[src/stream_pkg.sv]
// constants and types shared by the streaming source port
// assumes a single 20 MHz clock domain with synchronous reset
package stream_pkg;
  localparam int data_width_default = 32;
  localparam int symbol_bits_default = 8;
  localparam int channel_width_default = 4;
  localparam int error_width_default = 2;
  localparam int empty_width_default = 2;
  localparam int ready_delay_default = 1;
  localparam int highest_channel_default = 15;
  // error mask bit positions, one per recognised condition
  localparam int err_bit_parity = 0;
  localparam int err_bit_overrun = 1;
  // values after reset
  localparam logic reset_valid = 1'b0;
  localparam logic reset_marker = 1'b0;
  localparam logic reset_payload = 1'b0;
  typedef enum logic [1:0] {
    st_idle = 2'b00,
    st_body = 2'b01
  } src_state_t;
endpackage

[src/ready_delay.sv]
// ready delay line: ready_cycle is ready_in from delay cycles back
// assumes sink ready comes from logic on the same clock
`timescale 1ns/1ps
module ready_delay #(
  parameter int delay = 1
) (
  input wire logic mclk,
  input wire logic srst,
  input wire logic ce,
  input wire logic ready_in,
  output logic ready_cycle
);
  import stream_pkg::*;
  // =========================================
  // shift stages
  // zero delay passes ready straight through; the caller registers
  generate
    if (delay == 0) begin : g_none
      assign ready_cycle = ready_in;
    end else begin : g_line
      logic [delay-1:0] pipe;
      always_ff @(posedge mclk) begin
        if (srst) begin
          pipe <= '0;
        end else if (ce) begin
          pipe[0] <= ready_in;
          for (int k = 1; k < delay; k++) begin
            pipe[k] <= pipe[k-1];
          end
        end
      end
      assign ready_cycle = pipe[delay-1];
    end
  endgenerate
endmodule

[src/stream_source.sv]
// streaming source port: registers user beats onto a one-way stream
// assumes the sink is logic on mclk; ready is not synchronised
//
// How it works
// - channel 1-128 bits, same-cycle channel number
// - channel port declares highest channel number
// - data 1-4096 bits, layout from parameters
// - error mask 1-256 bits, same cycle
// - each error condition owns one bit
// - one signal per role, no duplicates
// - roles mean the same at both ends
// - optional backpressure stops the source
// - data flows source to sink only
// - beat is one cycle of symbols
// - optional packets, variable length, interleaved channels
// - sink samples only valid ready cycles
// - all source outputs come from registers
// - first and last beat markers
// - empty count on last beat only
`timescale 1ns/1ps
module stream_source
  import stream_pkg::*;
#(
  parameter int data_width = stream_pkg::data_width_default,
  parameter int symbol_bits = stream_pkg::symbol_bits_default,
  parameter int channel_width = stream_pkg::channel_width_default,
  parameter int highest_channel_number =
    stream_pkg::highest_channel_default,
  parameter int error_width = stream_pkg::error_width_default,
  parameter int empty_width = stream_pkg::empty_width_default,
  parameter int ready_to_transfer_delay = stream_pkg::ready_delay_default,
  parameter bit use_backpressure = 1'b1,
  parameter bit use_packets = 1'b1
) (
  input wire logic mclk,
  input wire logic srst,
  input wire logic ce,
  // user side
  input wire logic beat_req,
  input wire logic [data_width-1:0] beat_data,
  input wire logic [channel_width-1:0] beat_channel,
  input wire logic parity_fault,
  input wire logic overrun_fault,
  input wire logic beat_first,
  input wire logic beat_last,
  input wire logic [empty_width-1:0] beat_empty,
  output logic beat_taken,
  output logic packet_open,
  // stream side
  input wire logic ready,
  output logic valid,
  output logic [data_width-1:0] data,
  output logic [channel_width-1:0] channel,
  output logic [error_width-1:0] error,
  output logic startofpacket,
  output logic endofpacket,
  output logic [empty_width-1:0] empty
);
  // =========================================
  // structural checks on widths
  // channel width limits
  // empty width limits
  // registered valid needs at least one cycle of notice
  initial begin
    if (ready_to_transfer_delay < 1 ||
        channel_width < 1 || channel_width > 128 ||
        highest_channel_number >= (2 ** channel_width) ||
        data_width < 1 || data_width > 4096 ||
        error_width < 1 || error_width > 256 ||
        empty_width < 1 || empty_width > 8 ||
        data_width % symbol_bits != 0) begin
      $error("stream_source: illegal port parameters");
    end
  end

  // =========================================
  // ready cycle detection
  logic ready_cycle;
  logic ready_gated;
  assign ready_gated = use_backpressure ? ready : 1'b1;
  // one cycle of the delay is spent in the valid register itself
  ready_delay #(.delay(ready_to_transfer_delay - 1)) u_delay (
    .mclk(mclk),
    .srst(srst),
    .ce(ce),
    .ready_in(ready_gated),
    .ready_cycle(ready_cycle)
  );

  // =========================================
  // beat acceptance decode
  logic send;
  logic [error_width-1:0] next_error;
  logic [channel_width-1:0] safe_channel;
  // only launch into a ready cycle
  // valid is registered, so the request is judged one cycle ahead,
  // against ready seen one cycle less than the full delay back
  assign send = beat_req && ready_cycle;
  always_comb begin
    next_error = '0;
    next_error[err_bit_parity] = parity_fault;
    next_error[err_bit_overrun] = overrun_fault;
  end
  assign safe_channel = (beat_channel > channel_width'(highest_channel_number))
    ? channel_width'(highest_channel_number) : beat_channel;

  // =========================================
  // packet tracking state
  src_state_t state;
  src_state_t next_state;
  always_comb begin
    next_state = state;
    if (send && use_packets) begin
      unique case (state)
        st_idle: next_state = (beat_first && !beat_last) ? st_body : st_idle;
        st_body: next_state = beat_last ? st_idle : st_body;
        default: next_state = st_idle;
      endcase
    end
  end

  // =========================================
  // registered stream outputs
  // all outputs from flip-flops
  // reset keeps valid and markers low
  always_ff @(posedge mclk) begin
    if (srst) begin
      valid <= reset_valid;
      startofpacket <= reset_marker;
      endofpacket <= reset_marker;
      state <= st_idle;
      beat_taken <= 1'b0;
      packet_open <= 1'b0;
    end else if (ce) begin
      valid <= send;
      startofpacket <= send && use_packets && beat_first;
      endofpacket <= send && use_packets && beat_last;
      state <= next_state;
      beat_taken <= send;
      packet_open <= (next_state == st_body);
    end
  end

  // payload cleared by reset so hold checks never meet unknowns
  // one beat per cycle
  always_ff @(posedge mclk) begin
    if (srst) begin
      data <= {data_width{reset_payload}};
      channel <= {channel_width{reset_payload}};
      error <= {error_width{reset_payload}};
      empty <= {empty_width{reset_payload}};
    end else if (ce && send) begin
      data <= beat_data;
      channel <= safe_channel;
      error <= next_error;
      empty <= (use_packets && beat_last) ? beat_empty : '0;
    end
  end
endmodule

[config.mk]
export PLATFORM = sky130hd
export DESIGN_NAME = stream_source
export DESIGN_NICKNAME = d
export VERILOG_FILES = /design/src/stream_pkg.sv /design/src/ready_delay.sv /design/src/stream_source.sv
export SDC_FILE = /design/constraint.sdc
export NUM_CORES = 1
export LEC_CHECK = 0
export ABC_CLOCK_PERIOD_IN_PS = 1600
export BUFFER_PORTS_ARGS = -buffer_cell sky130_fd_sc_hd__buf_2
export CAP_MARGIN = 20
export CORE_MARGIN = 1
export CORE_UTILIZATION = 45
export CTS_CLUSTER_DIAMETER = 60
export DETAILED_ROUTE_END_ITERATION = 6
export GPL_TIMING_DRIVEN = 0
export PLACE_DENSITY = 0.88
export SLEW_MARGIN = 0
export SYNTH_ARGS = -nofsm -noshare
export SYNTH_HDL_FRONTEND = slang
export SYNTH_SLANG_ARGS = --single-unit
[constraint.sdc]
create_clock -name mclk -period 1.6 [get_ports mclk]
set_input_delay 0.16 -clock mclk [delete_from_list [all_inputs] [get_ports mclk]]
set_output_delay 0.16 -clock mclk [all_outputs]
set_load 0.05 [all_outputs]
==> summary.md, run 1 <==
| Metric | Value |
|---|---|
| Status | complete, no violations |
| Global-route wire length before repair | approximately 6.2 mm |
| Post-route ant nets | 0 |
| Total GRT Usage | between 10% and 20% |
| Drt drc | 0 |
| Shortest period the worst path allows | between 1 and 1.5 ns |
| Critical path's slowest cell | dfxtp_1 |
| Max-slew violations | 0 |
| Clock buffer depth | 2 |
| Power per cell area | ~940 mW/mm2 |
| Critical Path AT | ~1.1 ns |
| Fin nets | about 350 |
| Distinct cells, synth | 17 |
| Crit-path max cell delay | ~0.36 ns |
| Worst-margin pin slew | approximately 0.44 ns |
| Cts bufs inserted | 5 |
| Filler cells | 331 |
| Hold Path Class | in -> reg |
| CP Capture Type | primary output |
| Htree depth | 2 |
| Clock latency on the worst-skew pair | about 0.34 ns |
| Pre-antenna DRT Iters | 6 |
| Yosys Warn Count | 0 |
| HPWL after detailed placement | 2.66 mm |
| Root buf cell | clkbuf_4 |
| Via count | between 1500 and 2000 |
| Fin cells | roughly 350 |
| Mapped Cells | around 200 |
| Largest net degree at the start of global routing | 14 |
| Hold Vio Cnt, Final | 0 |
| CTS tree | done |
| RSZ-0062 raised after global routing | false |
| Max_slew headroom | a little over two thirds |
| P_sw | ~580 uW |
| # Post-CTS Setup Buffers | 0 |
| EDFF count, synth | 0 |
| Vias in the first global route | around 1500 |
| Prevailing post-synth register cell | dfxtp_1 |
| Syn Area/Cell | 8.15 um2 |
| # setup viols final | 0 |
| Worst Path Required | between 1 and 1.5 ns |
| Core area | ~0.0034 mm2 |
| Area Growth Syn to Fin | 34.7% |
| Die H | slightly above 60 um |
| Via-to-Cell Ratio | ~4.6 |
| GP Congestion | roughly 0.76 |
| Static leakage | around 1 nW |
| Comb power frac | ~16% |
| Top Ports | a little over 90 |
| Synth async-reset ratio | 0% |
| Seq cells post-synth | 46 |
| N_diodes | 0 |
| Row cnt | 21 |
| Sw Share | 27.8% |
| PostCTS Resize Cnt | 0 |
| Clock share of power | roughly a quarter |
| Remaining Overflow, GRT | 0 |
| DRT Wirelength | approximately 3.6 mm |
| Final Skew | between 0.0003 and 0.0004 ns |
| Final setup TNS | 0 ns |
| Syn_nets | between 200 and 250 |
| Sequential fraction of the synthesis area | roughly 56% |
| Worst vdd ir | 0.650 mV |
| Clock sink total | between 40 and 50 |
| Die Width | a little over 60 um |
| Int Pwr | approximately 1.5 mW |
| Type of the worst setup path | reg -> out |
| Crit-path max FO | 3 |
| Routed WL per cell | around 10 um |
| Placed cells | 337 |
| Fin crit share | 75.8% |
| Number of max-cap violations | 0 |
| CP Cell Sequence | buf_4 -> buf_2 |
| Initial cell density of the core | roughly 48% |
| Share of cells above drive strength 1 | 36.8% |
| Hold_buf cts | 0 |
| Flop pwr share | 57.7% |
| Port Buf Inserts | 90 |
| Post-route design area | approximately 0.0022 mm2 |
| Initial antenna violation count | 0 |
| Post-Syn Area | 0.00164 mm2 |
| Worst-path clk slew | between 0.1 and 0.15 ns |
| Max frequency | around 0.82 GHz |
| Iter 0 DRT Violations | 76 |
| CP Launch Type | register |
| Placed Area | about 0.0021 mm2 |
| Die area | a little under 0.004 mm2 |
cell type report:
cell class / instances / area (um2) / share of cell area (%)
timing repair buffer: 90 / 450 / 20.4
tap: 46 / 57.6 / 2.61
buffer: 15 / 100 / 4.54
clock buffer: 7 / 55.1 / 2.49
inverter: 1 / 3.75 / 0.170
multi-input combinational: 139 / 614 / 27.8
sequential: 46 / 921 / 41.7
clock inverter: 1 / 5.00 / 0.227
cells in the mapped netlist, drive strengths merged, types with 3 or more instances:
| master | number | area (um2) |
|---|---|---|
| a21oi | 44 | 220 |
| buf | 11 | 85.1 |
| clkbuf | 4 | 15.0 |
| dfxtp | 46 | 921 |
| nand2 | 79 | 297 |
| nand2b | 3 | 18.8 |
| nand3 | 4 | 20.0 |
| nor2 | 3 | 11.3 |
worst paths after layout:
kind	slack [ns]	start	end	depth (start not counted)
max	0.39	valid	valid	2
min	0.03	beat_data[26]	data[26]	3
max reg2reg	0.83	state[0]	packet_open	3
min reg2reg	0.46	data[18]	data[18]	2
power groups by stage:
stage,Sequential [mW],Clock (mW),Combinational [mW]
finish,1.20,0.548,0.330
CTS,1.20,0.574,0.334
detailed placement,1.22,0,0.332
global route,1.20,0.639,0.355
global placement,1.22,0,0.330
floorplan,1.35,0,0.0948
registers in the layout, summed over array words and instances (netlist names):
| register | count |
|---|---|
| channel | 4 |
| data | 32 |
| empty | 2 |
| endofpacket | 1 |
| error | 2 |
| packet_open | 1 |
| startofpacket | 1 |
| state | 2 |
| valid | 1 |
routing by layer:
layer,track usage (%),routed length [um],up-vias,part of all wire (%)
met2,31.9,1710,60,47
met1,24.4,1570,693,43
met3,6.43,297,6,8.2
met4,6.69,41,0,1.1
li1,-,-,841,-
met5,0,0,-,0
through the flow:
step                hold slack, ns  total power, mW  setup WS [ns]  utilization, %
detailed placement           0.406             1.56          0.441            62.9
CTS                         0.0188             2.11          0.364            64.6
global placement             0.400             1.55          0.450            62.9
floorplan                    0.296             1.44          0.526               -
global route               0.00653             2.20          0.306            64.6
finish                      0.0348             2.08          0.387            64.6
cell families after synthesis:
| kind of cell | count (synthesis) | synth area share, % |
|---|---|---|
| AOI/OAI and AO/OA | 47 | 15.1 |
| buffers and inverters | 16 | 6.33 |
| DFF | 46 | 56.2 |
| and+or+nand+nor | 92 | 22.4 |
cells in the final DEF, fill, tap and decap left out:
master    netlist  routed
buf_2           5      95
nand2_1        79      79
dfxtp_1        46      46
a21oi_1        44      44
clkbuf_1        4       5
clkbuf_4        0       5
buf_6           4       4
nand3_1         4       4
nor2_1          3       3
nand2b_1        3       3
buf_4           2       2
and3_1          1       1
inv_1           1       1
a211oi_2        1       1
a31o_2          1       1
a31oi_1         1       1
nor2b_1         1       1
nor3b_1         1       1
clkbuf_8        0       1
clkinv_2        0       1
worst max-delay path, delay by kind of cell, from the launching register on:
kind     cells  cell delay [ns]
buf+inv      2             0.35
flops        1             0.36
Power figures use the tool's default switching activity.
==> run 2: changes to the inputs <==
- ABC_AREA: unset -> 1
- ABC_CLOCK_PERIOD_IN_PS: 1600 -> 1150
- CORE_UTILIZATION: 45 -> 43
- PLACE_DENSITY: 0.88 -> 0.85
- clock period: 1.6 -> 1.15 ns (I/O delays scaled with it)
==> summary.md, run 2 <==
| Metric | Value |
|---|---|
| Status | complete, no violations |
| Worst Path Required | 1.03 ns (-0.41 ns) |
| Die Width | 63.3 um (+1.5%) |
| Row cnt | 21 (unchanged) |
| Clock buffer depth | 2 (unchanged) |
| R2R Setup Slk | 0.29 ns (-0.54 ns) |
| Final core utilization | 64.5% (-0.077 points) |
| Worst-path clk slew | 0.08 ns (-0.04 ns) |
| Total Power | 3.39 mW (+63%) |
| Post-route ant nets | 0 (unchanged) |
| Largest net degree at the start of global routing | 14 (unchanged) |
| Final Skew | 0.0000935 ns (-0.000298 ns) |
| CP Capture Type | primary output |
| Root buf cell | clkbuf_8 |
| Type of the worst setup path | reg -> out |
| Static leakage | 1.21 nW (+17%) |
| Port Buf Inserts | 91 (+1.1%) |
| CP Cell Sequence | buf_4 -> buf_2 |
| Cts bufs inserted | 5 (unchanged) |
| Most common cell after layout, fill and taps aside | buf_2 |
| # setup viols final | 0 (unchanged) |
| Setup crit end | valid |
| Top Registers | data: 32 flops, channel: 4 flops |
| Crit path depth | 2 (unchanged) |
| Max_slew headroom | 78.0% (+7.3 points) |
| Syn_nets | 253 (+2.0%) |
| Dpl ws | 0.0617 ns (-0.379 ns) |
| Syn Area/Cell | 7.84 um2 (-3.8%) |
| Top-area cell type share of the netlist area | 57.0% (+0.83 points) |
| EDFF count, synth | 0 (unchanged) |
| Seq cells post-synth | 46 (unchanged) |
| Worst vdd ir | 1.03 mV (+58%) |
| Critical path's slowest cell | dfxtp_1 |
| Worst-margin pin slew | 0.331 ns (-0.109 ns) |
| Reg2Reg Capture Point | packet_open |
| Drt drc | 0 (unchanged) |
| Hold Path Class | in -> reg |
| Top cells by count, synth | 79 x nor2_1, 46 x dfxtp_1, 39 x o21ai_0, 10 x nand2_1, 8 x buf_2 |
| Total GRT Usage | 19.6% (about the same) |
| Crit-path max FO | 3 (unchanged) |
| PostCTS Resize Cnt | 0 (unchanged) |
| Final setup TNS | 0 ns (unchanged) |
| RSZ-0062 raised after global routing | false |
| CP delay by family, top | flip-flops |
| Clock latency on the worst-skew pair | 0.29 ns (-0.05 ns) |
| Global-route wire length before repair | 6.28 mm (+1.9%) |
| Distinct cells, synth | 14 (-3) |
| Initial antenna violation count | 0 (unchanged) |
| Sequential fraction of the synthesis area | 57.0% (+0.83 points) |
| Crit path from | valid |
| Yosys top cell by area | dfxtp_1 |
| Pre-antenna DRT Iters | 4 (-2) |
| Htree depth | 2 (unchanged) |
| Via-to-Cell Ratio | 4.66 (+0.56%) |
| Crit-path max cell delay | 0.35 ns (about the same) |
| Max-slew violations | 0 (unchanged) |
| Commonest cells after routing, fill and taps aside | 99 x buf_2, 79 x nor2_1, 46 x dfxtp_1, 39 x o21ai_0, 10 x nand2_1 |
| # Post-CTS Setup Buffers | 0 (unchanged) |
| Initial cell density of the core | 46.6% (-1.4 points) |
| Core area | 0.00347 mm2 (+1.5%) |
| Critical Path AT | 1.00 ns (-0.05 ns) |
| Share of cells above drive strength 1 | 36.7% (-0.068 points) |
| Mapped Cells | 206 (+2.5%) |
| R2r startpoint | state[1] |
| Area Growth Syn to Fin | 38.6% |
| Post-Syn Area | 0.00162 mm2 (-1.5%) |
| Hold Vio Cnt, Final | 0 (unchanged) |
| CP Launch Type | register |
| Power per cell area | 1510 mW/mm2 (+61%) |
| Clock sink total | 46 (unchanged) |
| Most common cell in the synthesized netlist | nor2_1 |
| Setup ws final | 0.0398 ns (-0.347 ns) |
| Max frequency | ~0.9 GHz |
| Vias in the first global route | 1521 (+3.8%) |
| Prevailing post-synth register cell | dfxtp_1 |
| Die area | 0.00401 mm2 (+3.0%) |
| Via count | 1637 (+2.3%) |
| Hold_buf cts | 0 (unchanged) |
| Shortest period the worst path allows | roughly 1.1 ns |
| Top Ports | 92 (unchanged) |
| Largest register FFs | 32 (unchanged) |
| CTS tree | done |
| Routed WL per cell | 10.7 um (+2.3%) |
| Placed cells | 343 (+1.8%) |
| GP Congestion | 0.739 (-3.1%) |
| Number of max-cap violations | 0 (unchanged) |
| Buf+Inv Stages, Crit Path | 2 (unchanged) |
| HPWL after detailed placement | 2.70 mm (+1.4%) |
| DRT Wirelength | 3.77 mm (+4.1%) |
| Fin crit share | between 90 and 100% |
| Synth async-reset ratio | 0% (unchanged) |
| Remaining Overflow, GRT | 0 (unchanged) |
| Worst R2R Path Depth | 5 (+2) |
| Yosys Warn Count | 0 (unchanged) |
| Die H | 63.3 um (+1.5%) |
| Iter 0 DRT Violations | 83 (+9.2%) |
| Fin cells | 351 (+1.7%) |
| Fin nets | 351 (+1.7%) |
| Filler cells | 323 (-2.4%) |
| N_diodes | 0 (unchanged) |
| Largest Register | data |
| Ranking of synthesized cells by area | dfxtp_1 57%, nor2_1 18%, o21ai_0 12%, buf_2 2.5%, nand2_1 2.3% |
==> run 2: cell types whose count changed after synthesis, moves of 4 or more <==
| cell | before | now |
|---|---|---|
| a21oi_1 | 44 | 6 |
| buf_6 | 4 | 0 |
| nand2_1 | 79 | 10 |
| nor2_1 | 3 | 79 |
| o21ai_0 | 0 | 39 |
==> run 2: cell type report <==
type                            count  area [um2]  share of cell area (%)
Buffer                             13        66.3                    2.96
Clock buffer                        8         110                    4.92
Inverter                            6        22.5                    1.01
Multi-Input combinational cell    141         606                    27.1
Sequential cell                    46         921                    41.1
Tap cell                           46        57.6                    2.57
Timing Repair Buffer               91         455                    20.3
==> run 2: power breakdown <==
group	leakage (nW)	internal (mW)	switching, mW
sequential	0.376	1.67	0.0342
combinational	0.772	0.160	0.422
clock	0.0575	0.606	0.500
==> run 2: worst min path at each step <==
stage | start | end | slack, ns | cells past startpoint
floorplan | srst | empty[0] | 0.18 | 1
global placement | beat_data[1] | data[1] | 0.33 | 3
detailed placement | beat_data[12] | data[12] | 0.34 | 3
CTS | beat_data[22] | data[22] | 0.04 | 3
global route | beat_data[0] | data[0] | 0.04 | 3
finish | beat_data[2] | data[2] | 0.04 | 3
==> run 2: logic make-up after synthesis <==
group | count (synthesis) | synth area share, %
buffers and inverters | 19 | 5.50
AO/OA/AOI/OAI | 47 | 14.9
flip-flops | 46 | 57.0
AND/OR/NAND/NOR | 94 | 22.6
==> run 2: metrics by stage <==
stage / cell area, um2 / hold WS [ns]
4_1_cts: 2240 / 0.0360
6_report: 2240 / 0.0359
2_1_floorplan: 1620 / 0.184
3_3_place_gp: 2130 / 0.335
5_1_grt: 2240 / 0.0427
3_5_place_dp: 2130 / 0.344
==> run 2: routing by layer <==
layer	GRT usage [%]	vias to the layer above	wire, um
met1	23.7	717	1770
met5	0	-	0
li1	-	849	-
met3	4.71	7	253
met2	33.5	64	1690
met4	7.67	0	52
==> run 2: worst reg2reg max path: stages (launching register included) <==
cell	delay, ns
dfxtp_1	0.33
nor2_1	0.10
nor2_1	0.04
nor2_1	0.12
nand3_1	0.08
a21oi_1	0.13
==> run 3: changes to the inputs <==
- CORE_UTILIZATION: 43 -> 24
- PLACE_DENSITY: 0.85 -> unset
==> summary.md, run 3 (same netlist as run 2, synthesis figures left out) <==
| Metric | Value |
|---|---|
| CP dominant cell by count | buf_4 |
| Via count | 1613 (-1.5%) |
| Number of max-cap violations | 0 (unchanged) |
| GP Congestion | 0.700 (-5.3%) |
| Area Growth Syn to Fin | 41.1% |
| Crit-path max FO | 3 (unchanged) |
| Largest Register | data |
| Global-route wire length before repair | 6.73 mm (+7.2%) |
| R2r startpoint | state[1] |
| Worst Path Required | 1.03 ns (about the same) |
| Power per cell area | 1510 mW/mm2 (-0.56%) |
| Buf+Inv Stages, Crit Path | 2 (unchanged) |
| Sum of routed wire segments on met1 | 1.95 mm (+9.6%) |
| Max frequency | 0.930 GHz (+3.3%) |
| Die H | 84.0 um (+33%) |
| Type of the worst setup path | reg -> out |
| Largest net degree at the start of global routing | 14 (unchanged) |
| CP Launch Type | register |
| Row cnt | 29 (+38%) |
| Critical path's slowest cell | dfxtp_1 |
| Pre-antenna DRT Iters | 6 (+2) |
| Largest register FFs | 32 (unchanged) |
| # setup viols final | 0 (unchanged) |
| Max_slew headroom | 73.8% (-4.2 points) |
| Fin nets | 351 (unchanged) |
| Share of cells above drive strength 1 | 36.7% (unchanged) |
| Die area | 0.00706 mm2 (+76%) |
| DRT Wirelength | 4.17 mm (+11%) |
| Worst hold endpoint | data[3] |
| Commonest cells after routing, fill and taps aside | 98 x buf_2, 79 x nor2_1, 46 x dfxtp_1, 39 x o21ai_0, 10 x nand2_1 |
| Post-route ant nets | 0 (unchanged) |
| Hold Path Class | in -> reg |
| Clock buffer depth | 2 (unchanged) |
| Via-to-Cell Ratio | 4.22 (-9.5%) |
| Clock sink total | 46 (unchanged) |
| Drt drc | 12 (+12) |
| Highest Signal Layer | met4 |
| R2R Setup Slk | 0.25 ns (-0.04 ns) |
| Max-slew violations | 0 (unchanged) |
| Core area | 0.00642 mm2 (+85%) |
| Clock latency on the worst-skew pair | 0.29 ns (about the same) |
| N_diodes | 0 (unchanged) |
| Reg2Reg Capture Point | packet_open |
| Total Power | 3.43 mW (+1.3%) |
| Routed WL per cell | 10.9 um (+1.6%) |
| Root buf cell | clkbuf_8 |
| Status | finished with violations |
| Shortest period the worst path allows | 1.08 ns (-0.0351 ns) |
| HPWL after detailed placement | 2.97 mm (+10%) |
| Worst-margin pin slew | 0.393 ns (+0.0628 ns) |
| Hold Crit Start | beat_data[3] |
| Met3 Routed Length | 286 um (+13%) |
| Total GRT Usage | 12.1% (-7.6 points) |
| Static leakage | 1.21 nW (about the same) |
| Top Registers | data: 32 flops, channel: 4 flops |
| CP Capture Type | primary output |
| Die Width | 84.0 um (+33%) |
| Initial antenna violation count | 0 (unchanged) |
| Cts bufs inserted | 5 (unchanged) |
| Most common cell after layout, fill and taps aside | buf_2 |
| CTS tree | done |
| Final setup TNS | 0 ns (unchanged) |
| Worst vdd ir | 0.542 mV (-47%) |
| RSZ-0062 raised after global routing | false |
| Final Skew | 0.00828 ns (+0.00819 ns) |
| Port Buf Inserts | 91 (unchanged) |
| Violated checks | design-rule violations |
| Fin crit share | 93.5% (-3.0 points) |
| Vias in the first global route | 1468 (-3.5%) |
| Top Ports | 92 (unchanged) |
| Remaining Overflow, GRT | 0 (unchanged) |
| WL met2 | 1.92 mm (+14%) |
| CP delay by family, top | flip-flops |
| Htree depth | 2 (unchanged) |
| CP Cell Sequence | buf_4 -> buf_4 |
| Iter 0 DRT Violations | 102 (+23%) |
| Crit-path max cell delay | 0.37 ns (+0.02 ns) |
| Initial cell density of the core | 25.2% (-21 points) |
| Hold Vio Cnt, Final | 0 (unchanged) |
| Hold Path Depth | 3 (unchanged) |
| Critical Path AT | 0.96 ns (-0.04 ns) |
| Worst-path clk slew | 0.09 ns (about the same) |
| Worst R2R Path Depth | 5 (unchanged) |
==> run 3: area by class of cell <==
cell class              instances  area (um2)
flip-flops and latches         46         921
well taps                      77        96.3
clock buffers                   8         110
fillers                       671        4140
multi-input cells             141         606
repair buffers                 91         458
plain buffers                  13        66.3
inverters                       6        22.5
==> run 3: metrics by stage <==
stage          cells  util, %  setup WS (ns)  instance area, um2  hold WS [ns]
2_1_floorplan    206        -          0.122                1620         0.184
3_3_place_gp     374     33.7         0.0705                2170         0.337
3_5_place_dp     374     33.7         0.0597                2170         0.342
4_1_cts          382     35.5         0.0508                2280        0.0219
5_1_grt          382     35.5         0.0198                2280        0.0303
6_report         382     35.5         0.0748                2280        0.0337
==> run 3: repair_timing <==
| item | CTS | global route |
|---|---|---|
| resized for setup | 1 | 0 |
| endpoints found under the setup margin | 1 | 0 |
| setup buffers | 0 | 0 |
| hold buffers | 0 | 0 |
| hold endpoints to repair | 0 | 0 |
==> run 3: how the worst max path moves through the flow <==
stage,cells past startpoint,startpoint,to,slack (ns)
after CTS,2,valid,valid,0.05
after global routing,2,valid,valid,0.02
after floorplan,1,valid,valid,0.12
after detailed placement,5,srst,data[9],0.06
final,2,valid,valid,0.07
after global placement,7,beat_req,data[23],0.07
==> run 3: where the power goes <==
part           total (mW)  internal, mW  switching [mW]
sequential           1.70          1.67          0.0336
combinational       0.586         0.161           0.426
clock                1.15         0.608           0.538
total                3.43          2.44           0.997
==> run 3: layer usage <==
layer  global-route usage [%]  vias to the layer above
met5                        0                        -
met1                     15.0                      709
met3                     3.56                        2
met4                     3.76                        0
li1                         -                      847
met2                     20.0                       55
==> run 3: worst min-delay path: stages <==
cell,delay [ns]
buf_2,0.07
nor2_1,0.03
nor2_1,0.08
